### config.mk
export PLATFORM = sky130hd
export DESIGN_NAME = wdt_ctrl
export DESIGN_NICKNAME = d
export VERILOG_FILES = /design/src/core/wdt_pkg.sv /design/src/core/wdt_ctrl.sv
export SDC_FILE = /design/constraint.sdc
export NUM_CORES = 1
export LEC_CHECK = 0
export ABC_AREA = 1
export BUFFER_PORTS_ARGS = -buffer_cell sky130_fd_sc_hd__buf_2
export CORE_MARGIN = 4
export CORE_UTILIZATION = 35
export DETAILED_ROUTE_END_ITERATION = 10
export GPL_ROUTABILITY_DRIVEN = 0
export HOLD_SLACK_MARGIN = 0.02
export SLEW_MARGIN = 15
export SYNTH_ARGS = -nofsm -noshare
export SYNTH_HDL_FRONTEND = slang
export SYNTH_SLANG_ARGS = --single-unit
### constraint.sdc
create_clock -name i_clk -period 2.25 [get_ports i_clk]
set_clock_uncertainty 0.15 [all_clocks]
set_input_delay 0.45 -clock i_clk [delete_from_list [all_inputs] [get_ports i_clk]]
set_output_delay 0.45 -clock i_clk [all_outputs]
set_load 0.02 [all_outputs]
### src/core/wdt_pkg.sv
// watchdog package: register map, field layout, reset values, counts
// assumes a 32-bit apb master on the same clock as the watchdog
package wdt_pkg;

  // ----------------------------------------------------------------
  // register indices; each register is one aligned 32-bit word,
  // so its byte address is the index times four
  // ----------------------------------------------------------------
  localparam logic [15:0] IDX_CTRL_STATUS = 16'hffc0;
  localparam logic [15:0] IDX_COUNTER = 16'hffc1;
  localparam logic [15:0] IDX_IRQ_STATUS = 16'hffc2; // block-local slot
  localparam logic [15:0] IDX_IRQ_MASK = 16'hffc3; // block-local slot
  // register byte addresses
  localparam logic [17:0] ADDR_CTRL_STATUS = {IDX_CTRL_STATUS, 2'b00};
  localparam logic [17:0] ADDR_COUNTER = {IDX_COUNTER, 2'b00};
  localparam logic [17:0] ADDR_IRQ_STATUS = {IDX_IRQ_STATUS, 2'b00};
  localparam logic [17:0] ADDR_IRQ_MASK = {IDX_IRQ_MASK, 2'b00};

  // ----------------------------------------------------------------
  // control/status register layout, msb first (bit 7 .. bit 0)
  // ----------------------------------------------------------------
  typedef struct packed {
    logic lock_counter_write_enable; // bit 7
    logic counter_write_enable;      // bit 6
    logic lock_control_write_enable; // bit 5
    logic control_write_enable;      // bit 4
    logic lock_watchdog_on;          // bit 3
    logic watchdog_on;               // bit 2
    logic lock_overflow_flag;        // bit 1
    logic overflow_reset_flag;       // bit 0
  } ctrl_status_t;

  // interrupt status and mask share this layout
  typedef struct packed {
    logic blocked_write; // bit 1: csr write with bit 7 or 5 set or bit 4 clear
    logic overflow;      // bit 0: counter wrapped
  } irq_bits_t;

  // ----------------------------------------------------------------
  // reset values and counts
  // ----------------------------------------------------------------
  localparam logic [7:0] CTRL_STATUS_RESET = 8'h00;
  localparam logic [7:0] COUNTER_RESET = 8'h00;
  localparam logic [7:0] COUNTER_MAX = 8'hff;
  localparam logic [1:0] IRQ_RESET = 2'h0;
  localparam int PRESCALE_DIV = 8192;  // system clocks per count
  localparam int PRESCALE_W = 13;      // width of the prescaler
  // software load values before flash passes
  localparam logic [7:0] PROGRAM_PASS_COUNT = 8'hfb;
  localparam logic [7:0] ERASE_PASS_COUNT = 8'h00;

endpackage : wdt_pkg

### src/core/wdt_ctrl.sv
// watchdog with write-protected control/status register, apb slave
// assumes an apb master on i_clk; zero other clock domains
//
// Summary of operation
// - bit 7 lock blocks writes to bit 6
// - bit 6 set allows 8-bit counter writes
// - bit 5 lock blocks writes to bit 4
// - bit 4 set allows writes to bits 2,0
// - bits 3 and 1 lock bits 2 and 0
// - bit 2 runs the counter
// - overflow raises internal reset, sets bit 0
// - counter advances once per 8192 clocks
//
// Local design decision: the APB interface to the registers.
`timescale 1ns/100ps
module wdt_ctrl
  import wdt_pkg::*;
#(
  parameter int PRESCALE_CYCLES = PRESCALE_DIV // shorten in simulation
) (
  input wire logic i_clk,
  input wire logic i_reset_n,
  input wire logic i_psel,
  input wire logic i_penable,
  input wire logic i_pwrite,
  input wire logic [17:0] i_paddr,
  input wire logic [31:0] i_pwdata,
  output logic [31:0] o_prdata,
  output logic o_pready,
  output logic o_pslverr,
  output logic o_irq,
  output logic o_internal_reset
);

  // ----------------------------------------------------------------
  // state
  // ----------------------------------------------------------------
  ctrl_status_t csr_ff;      // control/status register
  ctrl_status_t nxt_csr;     // its next value
  logic [7:0] counter_ff;    // watchdog counter
  logic [PRESCALE_W-1:0] prescale_ff; // system clock divider
  irq_bits_t irq_status_ff;  // sticky event bits
  irq_bits_t irq_mask_ff;    // enables onto o_irq
  logic [31:0] prdata_ff;    // read data
  logic pready_ff;           // access complete
  logic pslverr_ff;          // unmapped address
  logic irq_ff;              // interrupt level
  logic int_reset_ff;        // internal reset pulse

  // ----------------------------------------------------------------
  // bus decode
  // ----------------------------------------------------------------
  logic access;      // access phase, before pready
  logic done;        // edge at which the transfer completes
  logic wr_done;     // write takes effect now
  logic hit_csr;     // address decodes
  logic hit_cnt;
  logic hit_ists;
  logic hit_imsk;
  logic mapped;
  logic csr_wr;
  logic cnt_wr;
  logic tick;        // one-cycle count enable
  logic overflow;    // counter wraps this cycle
  logic blocked;     // csr write while bit 7 or bit 5 set or bit 4 clear
  irq_bits_t irq_set;

  assign access = i_psel & i_penable & ~pready_ff;
  assign done = i_psel & i_penable & pready_ff;
  assign wr_done = done & i_pwrite;
  assign hit_csr = (i_paddr == ADDR_CTRL_STATUS);
  assign hit_cnt = (i_paddr == ADDR_COUNTER);
  assign hit_ists = (i_paddr == ADDR_IRQ_STATUS);
  assign hit_imsk = (i_paddr == ADDR_IRQ_MASK);
  assign mapped = hit_csr | hit_cnt | hit_ists | hit_imsk;
  assign csr_wr = wr_done & hit_csr;
  assign cnt_wr = wr_done & hit_cnt & csr_ff.counter_write_enable;

  // ----------------------------------------------------------------
  // apb handshake: one wait state, answer from flops
  // ----------------------------------------------------------------
  // pready rises one cycle into the access phase, read data with it
  always_ff @(posedge i_clk or negedge i_reset_n) begin
    if (!i_reset_n) begin
      pready_ff <= 1'b0;
      pslverr_ff <= 1'b0;
      prdata_ff <= 32'h0000_0000;
    end else begin
      pready_ff <= access;
      pslverr_ff <= access & ~mapped;
      if (access && !i_pwrite) begin
        // read mux; unmapped reads give zero
        if (hit_csr) begin
          prdata_ff <= {24'h0000_00, csr_ff};
        end else if (hit_cnt) begin
          prdata_ff <= {24'h0000_00, counter_ff};
        end else if (hit_ists) begin
          prdata_ff <= {30'h0000_0000, irq_status_ff};
        end else if (hit_imsk) begin
          prdata_ff <= {30'h0000_0000, irq_mask_ff};
        end else begin
          prdata_ff <= 32'h0000_0000;
        end
      end else if (done) begin
        prdata_ff <= 32'h0000_0000;
      end
    end
  end

  // ----------------------------------------------------------------
  // control/status write gating
  // ----------------------------------------------------------------
  // gates use the value held before the write, not the new data
  always_comb begin
    nxt_csr = csr_ff;
    if (csr_wr) begin
      // lock bits themselves are always writable
      nxt_csr.lock_counter_write_enable = i_pwdata[7];
      nxt_csr.lock_control_write_enable = i_pwdata[5];
      nxt_csr.lock_watchdog_on = i_pwdata[3];
      nxt_csr.lock_overflow_flag = i_pwdata[1];
      if (!csr_ff.lock_counter_write_enable) begin
        nxt_csr.counter_write_enable = i_pwdata[6];
      end
      if (!csr_ff.lock_control_write_enable) begin
        nxt_csr.control_write_enable = i_pwdata[4];
      end
      if (csr_ff.control_write_enable &&
          !csr_ff.lock_watchdog_on) begin
        nxt_csr.watchdog_on = i_pwdata[2];
      end
      if (csr_ff.control_write_enable &&
          !csr_ff.lock_overflow_flag) begin
        nxt_csr.overflow_reset_flag = i_pwdata[0];
      end
    end
    // overflow wins over a clearing write in the same cycle
    if (overflow) begin
      nxt_csr.overflow_reset_flag = 1'b1;
    end
  end

  // register update
  always_ff @(posedge i_clk or negedge i_reset_n) begin
    if (!i_reset_n) begin
      csr_ff <= ctrl_status_t'(CTRL_STATUS_RESET);
    end else begin
      csr_ff <= nxt_csr;
    end
  end

  // ----------------------------------------------------------------
  // prescaler and counter
  // ----------------------------------------------------------------
  assign tick = csr_ff.watchdog_on &
      (prescale_ff == PRESCALE_W'(PRESCALE_CYCLES - 1));
  assign overflow = tick & ~cnt_wr &
      (counter_ff == COUNTER_MAX);

  // divider restarts while the watchdog is off
  always_ff @(posedge i_clk or negedge i_reset_n) begin
    if (!i_reset_n) begin
      prescale_ff <= '0;
    end else if (!csr_ff.watchdog_on || tick) begin
      prescale_ff <= '0;
    end else begin
      prescale_ff <= prescale_ff + PRESCALE_W'(1);
    end
  end

  // a permitted write beats a tick in the same cycle
  always_ff @(posedge i_clk or negedge i_reset_n) begin
    if (!i_reset_n) begin
      counter_ff <= COUNTER_RESET;
    end else if (cnt_wr) begin
      counter_ff <= i_pwdata[7:0];
    end else if (tick) begin
      counter_ff <= counter_ff + 8'h01;
    end
  end

  // internal reset: one-cycle pulse after the wrap
  always_ff @(posedge i_clk or negedge i_reset_n) begin
    if (!i_reset_n) begin
      int_reset_ff <= 1'b0;
    end else begin
      int_reset_ff <= overflow;
    end
  end

  // ----------------------------------------------------------------
  // interrupt status, mask and output
  // ----------------------------------------------------------------
  assign blocked = csr_wr & (csr_ff.lock_counter_write_enable |
      csr_ff.lock_control_write_enable |
      ~csr_ff.control_write_enable);
  assign irq_set = '{blocked_write: blocked, overflow: overflow};

  // write one to clear; a new event in the same cycle stays set
  always_ff @(posedge i_clk or negedge i_reset_n) begin
    if (!i_reset_n) begin
      irq_status_ff <= irq_bits_t'(IRQ_RESET);
    end else if (wr_done && hit_ists) begin
      irq_status_ff <= (irq_status_ff & ~irq_bits_t'(i_pwdata[1:0]))
          | irq_set;
    end else begin
      irq_status_ff <= irq_status_ff | irq_set;
    end
  end

  // mask register
  always_ff @(posedge i_clk or negedge i_reset_n) begin
    if (!i_reset_n) begin
      irq_mask_ff <= irq_bits_t'(IRQ_RESET);
    end else if (wr_done && hit_imsk) begin
      irq_mask_ff <= irq_bits_t'(i_pwdata[1:0]);
    end
  end

  // level output, one cycle behind the status
  always_ff @(posedge i_clk or negedge i_reset_n) begin
    if (!i_reset_n) begin
      irq_ff <= 1'b0;
    end else begin
      irq_ff <= |(irq_status_ff & irq_mask_ff);
    end
  end

  // ----------------------------------------------------------------
  // outputs
  // ----------------------------------------------------------------
  assign o_prdata = prdata_ff;
  assign o_pready = pready_ff;
  assign o_pslverr = pslverr_ff;
  assign o_irq = irq_ff;
  assign o_internal_reset = int_reset_ff;
endmodule : wdt_ctrl

# Yosys cells after proc, flatten, opt, wreduce, memory -nomap -nowiden
# Index checks and enable logic that the tools add are counted.
classes:
  n_addsub: 2
  eq_ne: 6
  n_mux: 13
  n_bitwise: 28
  n_reduce_logical: 19
ops:
  columns: ["op", "n"]
  rows:
  - ["32-bit two-way mux", 4]
  - ["18-bit equality test, second input constant", 4]
  - ["8-bit two-way mux", 2]
  - ["13-bit by 1-bit adder with 13-bit output, second input constant", 1]
  - ["13-bit equality test, second input constant", 1]
  - ["13-bit two-way mux", 1]
  - ["1-bit bitwise AND", 12]
  - ["8-bit by 1-bit adder with 8-bit output, second input constant", 1]
  - ["8-bit equality test, second input constant", 1]
  - ["2-bit AND reduction", 4]
  - ["2-bit nonzero test", 4]
  - ["2-bit two-way mux", 3]
  - ["1-bit inverter", 6]
  - ["1-bit logical AND", 5]
  - ["1-bit bitwise OR", 5]
  - ["2-bit bitwise AND", 2]
  - ["1-bit logical NOT", 4]
  - ["2-bit bitwise OR", 2]
  - ["1-bit two-way mux", 3]
  - ["2-bit inverter", 1]
  - ["2-bit OR reduction", 1]
  - ["1-bit logical OR", 1]
word_totals:
  ff_bits: 69
  in_bits: 55
  wordCells: 87

# Depth between registers and ports, before layout
# Gate-level depths: netlist of the first run.
depth:
  ltp_word: 10
  depth_mapped: 11
  depth_no_buf: 10

# Worst setup path after synthesis of the first run
# Ideal clock, no wire load.
synth_timing:
  path_kind: "input-to-reg"
  from: "input port i_paddr[11]"
  to: "register counter_ff[6]"
  setup_ps: 124
  arrival_ps: 1368
  required_ps: 1976
  setup_slack_ps: 608
  stages: 11
  path_cell_list: "nand2_1 -> inv_1 -> nand2_2 -> nor2_4 -> buf_6 -> nand2_4 -> inv_2 -> nand3_4 -> buf_6 -> nand3_1 -> nand3_1"
synth_via:
  elab_chain_len: 4
  word_cells_on_any_way: 5
  cone_classes: "eq/ne: 1; mux: 1; bitwise: 2; reduce/logical: 1"
synth_rtl:
  columns: ["element", "line_no", "rtl"]
  rows:
  - ["from (decl)", "wdt_ctrl.sv:26", "input wire logic [17:0] i_paddr,"]
  - ["18-bit equality test (*)", "wdt_ctrl.sv:72", "assign hit_cnt = (i_paddr == ADDR_COUNTER);"]
  - ["1-bit bitwise AND (*) (2 in series)", "wdt_ctrl.sv:77", "assign cnt_wr = wr_done & hit_cnt & csr_ff.counter_write_enable;"]
  - ["8-bit two-way mux / 2-bit nonzero test (equally long branches)", null, null]
  - ["to (signal assigned)", "wdt_ctrl.sv:176", "counter_ff <= i_pwdata[7:0];"]
  - ["to (signal assigned)", "wdt_ctrl.sv:178", "counter_ff <= counter_ff + 8'h01;"]
  - ["to (decl)", "wdt_ctrl.sv:40", "logic [7:0] counter_ff;"]
# Mark *: on every way between the ends. The rest lies on a longest branch, timed or not.
# A chain may end at the register's enable or synchronous reset.

# Worst setup path in the final report of the first run
layout_timing:
  from: "register prescale_ff[0]"
  to: "register irq_status_ff[0] (netlist bit)"
layout_via:
  elab_chain_len: 6
  word_cells_on_any_way: 7
  cone_classes: "eq/ne: 1; mux: 1; bitwise: 5"
layout_rtl:
  columns: ["element", "line_no", "rtl"]
  rows:
  - ["from (decl)", "wdt_ctrl.sv:41", "logic [PRESCALE_W-1:0] prescale_ff;"]
  - ["from (signal assigned)", "wdt_ctrl.sv:167", "prescale_ff <= prescale_ff + PRESCALE_W'(1);"]
  - ["13-bit equality test (*)", "wdt_ctrl.sv:156", "(prescale_ff == PRESCALE_W'(PRESCALE_CYCLES - 1));"]
  - ["1-bit bitwise AND (*)", "wdt_ctrl.sv:155", "assign tick = csr_ff.watchdog_on &"]
  - ["1-bit bitwise AND (*) (2 in series)", "wdt_ctrl.sv:157", "assign overflow = tick & ~cnt_wr &"]
  - ["2-bit bitwise OR (on tied branches)", "wdt_ctrl.sv:207, wdt_ctrl.sv:205", null]
  - ["2-bit two-way mux (*)", "wdt_ctrl.sv:203", "end else if (wr_done && hit_ists) begin"]
  - ["to (signal assigned)", "wdt_ctrl.sv:202", "irq_status_ff <= irq_bits_t'(IRQ_RESET);"]
  - ["to (signal assigned)", "wdt_ctrl.sv:204", "irq_status_ff <= (irq_status_ff & ~irq_bits_t'(i_pwdata[1:0]))"]
  - ["to (signal assigned)", "wdt_ctrl.sv:207", "irq_status_ff <= irq_status_ff | irq_set;"]
  - ["to (decl)", "wdt_ctrl.sv:42", "irq_bits_t irq_status_ff;"]
# Marked as above.

==> results of run 1 <==
==> path summary, 6_finish.rpt <==
path / to / slack [ns] / cells after the start
max: irq_status_ff[0] / 0.50 / 7
min reg2reg: prescale_ff[0] / 0.32 / 1
max in group asynchronous: irq_status_ff[1] / 0.88 / 3
min: csr_ff[3] / 0.25 / 3
min in group asynchronous: o_prdata[2] / 0.51 / 2
max reg2reg: irq_status_ff[0] / 0.50 / 7
==> critical path, cell delays in order (launching register included) <==
cell and delay, ns:
dfrtp_1 0.38, ha_1 0.21, nand3_1 0.13, nor3_2 0.14, nand2_1 0.13, nor2_4 0.17
nand4_1 0.23, nand2_1 0.14
==> cells by family after synthesis <==
| logic type | synth area share |
|---|---|
| xor+xnor | 0.0356 |
| buf+inv | 0.138 |
| flops | 0.416 |
| fa+ha+maj | 0.00925 |
| other cells | 0.00139 |
| compound gates | 0.0537 |
| simple gates | 0.346 |
==> power breakdown <==
part | leakage, nW | switching [mW] | internal [mW] | total [mW]
logic | 0.854 | 0.0943 | 0.0323 | 0.127
clock network | 0.0399 | 0.262 | 0.205 | 0.467
registers | 0.596 | 0.00183 | 0.810 | 0.812
total | 1.49 | 0.358 | 1.05 | 1.40
==> metal layers <==
| metal | GRT usage | wire, um | vias up |
|---|---|---|---|
| met5 | 0 | 0 | - |
| met4 | 0.0320 | 55 | 0 |
| met3 | 0.0281 | 297 | 4 |
| met2 | 0.215 | 2600 | 55 |
| met1 | 0.185 | 2820 | 1009 |
| li1 | - | - | 1135 |
==> through the flow <==
| step | utilization | power [mW] |
|---|---|---|
| floorplan | - | 0.925 |
| global placement | 0.398 | 0.953 |
| detailed placement | 0.398 | 0.955 |
| CTS | 0.410 | 1.42 |
| global route | 0.410 | 1.47 |
| finish | 0.410 | 1.40 |
==> area by class of cell <==
class	count	area, um^2
timing repair buffer	47	250
inverter	41	154
tap	99	124
multi-input combinational	243	1290
fill	790	4350
clock buffer	5	68.8
sequential	45	1130
clock inverter	1	5.00
==> Yosys cell counts (all sizes together) <==
library cell  number
a21oi              3
a22o               1
a31oi              1
buf               28
conb               1
dfrtp             45
ha                 2
inv               41
nand2             69
nand3             44
nand3b             3
nand4             14
nor2              41
nor3               9
nor3b              1
o21ai             14
o22ai              5
o31ai              1
xnor2              4
xor2               7
==> state kept, by name, indices dropped and copies added (netlist names) <==
signal and cells:
counter_ff 8, csr_ff 8, irq_mask_ff 2, irq_status_ff 2, o_internal_reset 1, o_irq 1, o_prdata 8, o_pready 1
o_pslverr 1, prescale_ff 13
==> results by group, run 1 <==
Placed design
  – Dpl hpwl: 4510 um
  – I/O Buffers: 42
  – Placed cell area: 2940 um^2
  – Pre-CTS setup slack: 0.275 ns
  – Post-Place Cells: 474

Timing
  – Slew @ Worst Pin: 0.513 ns
  – Fmax: 571 MHz
  – RSZ-0062 raised after global routing: false
  – Tcrit/Tclk final: 0.779
  – Final worst slack: 0.498 ns
  – Final hold viol count: 0
  – Worst hold slack: 0.247 ns
  – Final Max Slew Viols: 0
  – Setup TNS: 0 ns
  – Setup violators final: 0
  – Slew headroom: 0.658
  – Fin crit period: 1.75 ns

Floorplanning
  – IO Pins: 91
  – Core area: 7370 um^2
  – Row cnt: 31
  – Die Y-Extent: 95.9 um
  – Die Area: 9200 um^2
  – Initial Util: 0.367
  – Die W: 95.9 um

Clocking
  – H-tree levels: 2
  – Clock root buffer: clkbuf_8
  – CTS clk-pin slew, worst paths: 0.08 ns
  – Hold-fix buffers at CTS: 1
  – Post-CTS Setup Inserts: 0
  – Post_cts resized: 0
  – Worst skew pair latency: 0.29 ns
  – CTS Buf Count: 5
  – CTS tree: built
  – Max Buffers Root-to-Sink: 2
  – Clk sinks: 45

Worst setup path
  – WP data arrival: 1.83 ns
  – CP startpoint: prescale_ff[0]
  – Worst setup EP type: flop
  – Worst EP required: 2.33 ns
  – CP Launch Type: flop
  – CP Max Fanout: 6
  – Critical path class: flop to flop
  – Reg2reg start: prescale_ff[0]

Yosys
  – Top cells by area, synth: dfrtp_1, nand2_1, nand3_1
  – Cell Area, Synth: 2700 um^2
  – Yosys warns: 0
  – Synthesized netlist cell count: 334
  – Leading area contributor after synthesis: dfrtp_1
  – Area share of the largest cell type after synthesis: 0.416
  – Yosys reg bits: 45
  – Cell variety after synth: 33
  – Sequential area share after synthesis: 0.416
  – Avg Synthesized Cell Area: 8.10 um^2

Cells and area
  – Leading cell type in the layout, fill and taps excluded: nand2_1
  – Layout area overhead: 11.7%
  – Non-Filler Instances: 481
  – Final net count: 440
  – Commonest non-fill, non-tap cells in the layout: nand2_1, dfrtp_1, buf_2
  – Ant diodes: 0
  – Design area: 3020 um^2
  – Share of layout cells above drive strength 1: 0.207

Power and ir drop
  – Peak supply drop: 0.000242 V
  – Pwr Density: 465 nW/um^2
  – Pleak: 1.49 nW

Hold path
  – HP Class: input port to flop
  – Hold path startpoint: i_pwdata[3]

Global route
  – Overall routing resource usage: 0.134
  – Initial antenna violation count: 0
  – First-pass GRT wire length: 9670 um
  – Vias in the first global route: 2,000
  – Largest net degree at the start of global routing: 24
  – Total gr overflow: 0

Status
  – Run status: finished clean

Routing
  – DR pass1 iterations: 4
  – Wirelength, routed: 5770 um
  – Residual DRC count: 0
  – Average wire per standard cell: 12.0 um
  – Iteration-0 DRC Markers: 161
  – Routed Antenna Nets: 0
  – Vias/cell: 4.58
  – Via count: 2,203

Run
  – Max-capacitance violation count: 0
Power figures use the tool's default switching activity.
==> run 2, diff against run 1 <==
- ABC_AREA: 1 -> 0
- clock period: 2.25 -> 1.49 ns (I/O delays scaled with it)
==> run 2 against run 1 <==
Non-clock buffer count up 67. Sequential share of layout area down 6.9 points. Final cell count down 2.7%. Highest routed layer unchanged. The run now ends with setup timing left.
==> results by group, run 2 <==
Status
  – Run status: complete, but fails checks
  – Failing checks: setup timing

Worst setup path
  – Reg2reg start: prescale_ff[0]
  – Worst EP required: 1.53 ns
  – Reg2reg setup slack: -0.39 ns
  – Slowest cell on the critical path: or4_4
  – Reg-to-Reg End: counter_ff[6]
  – Critical path class: input port to flop
  – Slowest cell delay on critical path: 0.52 ns
  – CP Launch Type: input port
  – Critical-path cell list: buf_6 > or4_4 > or3_4 > buf_6 > or3_4 > mux2_4
  – Worst setup EP type: flop
  – CP Max Fanout: 5
  – WP data arrival: 2.08 ns
  – Cell depth of the worst flop-to-flop path: 5

Routing
  – Via count: 2,367
  – DR pass1 iterations: 4
  – Wirelength, routed: 6880 um
  – Routed Antenna Nets: 0
  – Residual DRC count: 0
  – Iteration-0 DRC Markers: 141
  – Vias/cell: 5.06
  – Average wire per standard cell: 14.7 um

Cells and area
  – Design area: 3700 um^2
  – Leading cell type in the layout, fill and taps excluded: buf_4
  – Fill cell count: 610
  – Ant diodes: 0
  – Final net count: 428
  – Max reg flops: 13
  – Commonest non-fill, non-tap cells in the layout: buf_4, dfrtp_1, buf_2
  – Fin util: 0.533
  – Layout area overhead: 45.0%
  – Most flop-heavy register: prescale_ff
  – Share of layout cells above drive strength 1: 0.452
  – Register area: 1130 um^2
  – Area occupied by multi-input gates: 1530 um^2

Clocking
  – CTS Buf Count: 5
  – CTS tree: built
  – Worst skew pair latency: 0.30 ns
  – CTS clk-pin slew, worst paths: 0.08 ns
  – Clk sinks: 45
  – Clock root buffer: clkbuf_8
  – Max Buffers Root-to-Sink: 2
  – H-tree levels: 2

Hold path
  – Hold Crit Depth: 2
  – Hold worst-path end: csr_ff[3]
  – HP Class: input port to flop
  – Hold path startpoint: i_pwdata[3]

Timing
  – RSZ-0062 raised after global routing: true
  – Fmax: 489 MHz
  – Final worst slack: -0.555 ns
  – Setup TNS: -15.28 ns
  – Tcrit/Tclk final: 1.37
  – Setup violators final: 42
  – Final hold viol count: 0
  – Fin crit period: 2.04 ns
  – Final Max Slew Viols: 0

Power and ir drop
  – Pleak: 1.67 nW
  – Pwr Density: 596 nW/um^2
  – Peak supply drop: 0.000281 V

Global route
  – Vias in the first global route: 2,354
  – First-pass GRT wire length: 11,300 um
  – Overall routing resource usage: 0.162
  – Initial antenna violation count: 0
  – Total gr overflow: 0
  – Largest net degree at the start of global routing: 46

Yosys
  – Cell Area, Synth: 2550 um^2
  – Yosys reg bits: 45
  – Sequential area share after synthesis: 0.441
  – Most instantiated cells after synthesis: dfrtp_1, buf_4, nand2_1
  – Async S/R FF share, synth: 1.00
  – Top-count cell post-synth: dfrtp_1
  – Leading area contributor after synthesis: dfrtp_1
  – Synth Flop Type: dfrtp_1
  – Cell variety after synth: 47
  – Avg Synthesized Cell Area: 9.70 um^2
  – Synthesized netlist cell count: 263
  – Post-synth EDFFs: 0
  – Area share of the largest cell type after synthesis: 0.441
  – Top cells by area, synth: dfrtp_1, buf_4, mux2_2
  – Yosys warns: 0

Placed design
  – Dpl hpwl: 5110 um
  – Placed cell area: 3240 um^2
  – I/O Buffers: 42

Floorplanning
  – Core area: 6940 um^2
  – Initial Util: 0.367
  – Die W: 93.4 um
  – IO Pins: 91
  – Die Area: 8720 um^2
  – Row cnt: 30
  – Die Y-Extent: 93.4 um

Run
  – Max-capacitance violation count: 0
[run 2: cell count changes after synthesis, moves of 6 or more]
cell      change
a31oi_1       +6
clkbuf_1     +10
mux2i_1       +8
or3_1         +8
inv_2         -6
mux2_2        +9
o21ai_1       -6
nand2_1      -44
nor2_4        -7
nor4_1       +14
nor2_1       -20
nand3_1      -29
inv_1        -29
[run 2: worst max-delay path by stage]
stage	startpoint	to	slack [ns]	cells past startpoint
global placement	i_paddr[5]	irq_mask_ff[1]	-0.94	6
floorplan	i_paddr[5]	counter_ff[0]	-0.84	6
detailed placement	i_paddr[5]	csr_ff[2]	-0.98	6
CTS	i_paddr[6]	counter_ff[0]	-0.60	6
global route	i_paddr[6]	counter_ff[1]	-0.56	7
finish	i_paddr[6]	counter_ff[0]	-0.55	6
[run 2: power by group]
group / total, mW / internal, mW / switching (mW)
clock: 0.742 / 0.332 / 0.409
combinational: 0.240 / 0.0817 / 0.159
sequential: 1.22 / 1.22 / 0.00108
total: 2.21 / 1.64 / 0.569
[run 2: repair_timing]
item,CTS,global route
setup endpoints to repair,42,43
buffers inserted,3,4
gates resized for setup,50,16
endpoints found under the hold margin,45,0
hold buffers,1,0
pin swaps,33,10
gates cloned,1,0
[run 2: final cells by class]
| type | count | area share |
|---|---|---|
| Multi-Input combinational cell | 199 | 0.413 |
| Inverter | 6 | 0.00609 |
| Clock inverter | 1 | 0.00203 |
| Sequential cell | 45 | 0.304 |
| Tap cell | 96 | 0.0325 |
| Clock buffer | 7 | 0.0206 |
| Timing Repair Buffer | 114 | 0.222 |
[run 2: per-stage QoR]
stage | setup slack, ns | hold WS [ns] | std cells | power [mW]
after floorplan | -0.840 | -0.148 | 286 | 1.40
after global placement | -0.938 | 0.150 | 451 | 1.46
after detailed placement | -0.983 | 0.152 | 451 | 1.47
after CTS | -0.597 | 0.108 | 464 | 2.22
after global routing | -0.561 | 0.107 | 468 | 2.30
final | -0.555 | 0.119 | 468 | 2.21
[run 2: cells by family after synthesis]
family | after synthesis | synth area share
other cells | 1 | 0.00147
fa+ha+maj | 2 | 0.00981
buf+inv | 43 | 0.104
flops | 45 | 0.441
compound gates | 38 | 0.0996
xor+xnor | 10 | 0.0343
mux | 18 | 0.0770
simple gates | 106 | 0.232
[run 2: critical path: cells and delay by family]
kind	cells	cell delay, ns
and+or+nand+nor	3	1.25
muxes	1	0.30
buffers and inverters	2	0.24
[run 2: metal layers]
layer,GRT usage,wire length [um],part of all wire,vias up
li1,-,-,-,1137
met1,0.215,3050,0.44,1155
met3,0.0298,336,0.049,8
met5,0,0,0,-
met4,0.0330,65,0.0094,0
met2,0.278,3430,0.50,67
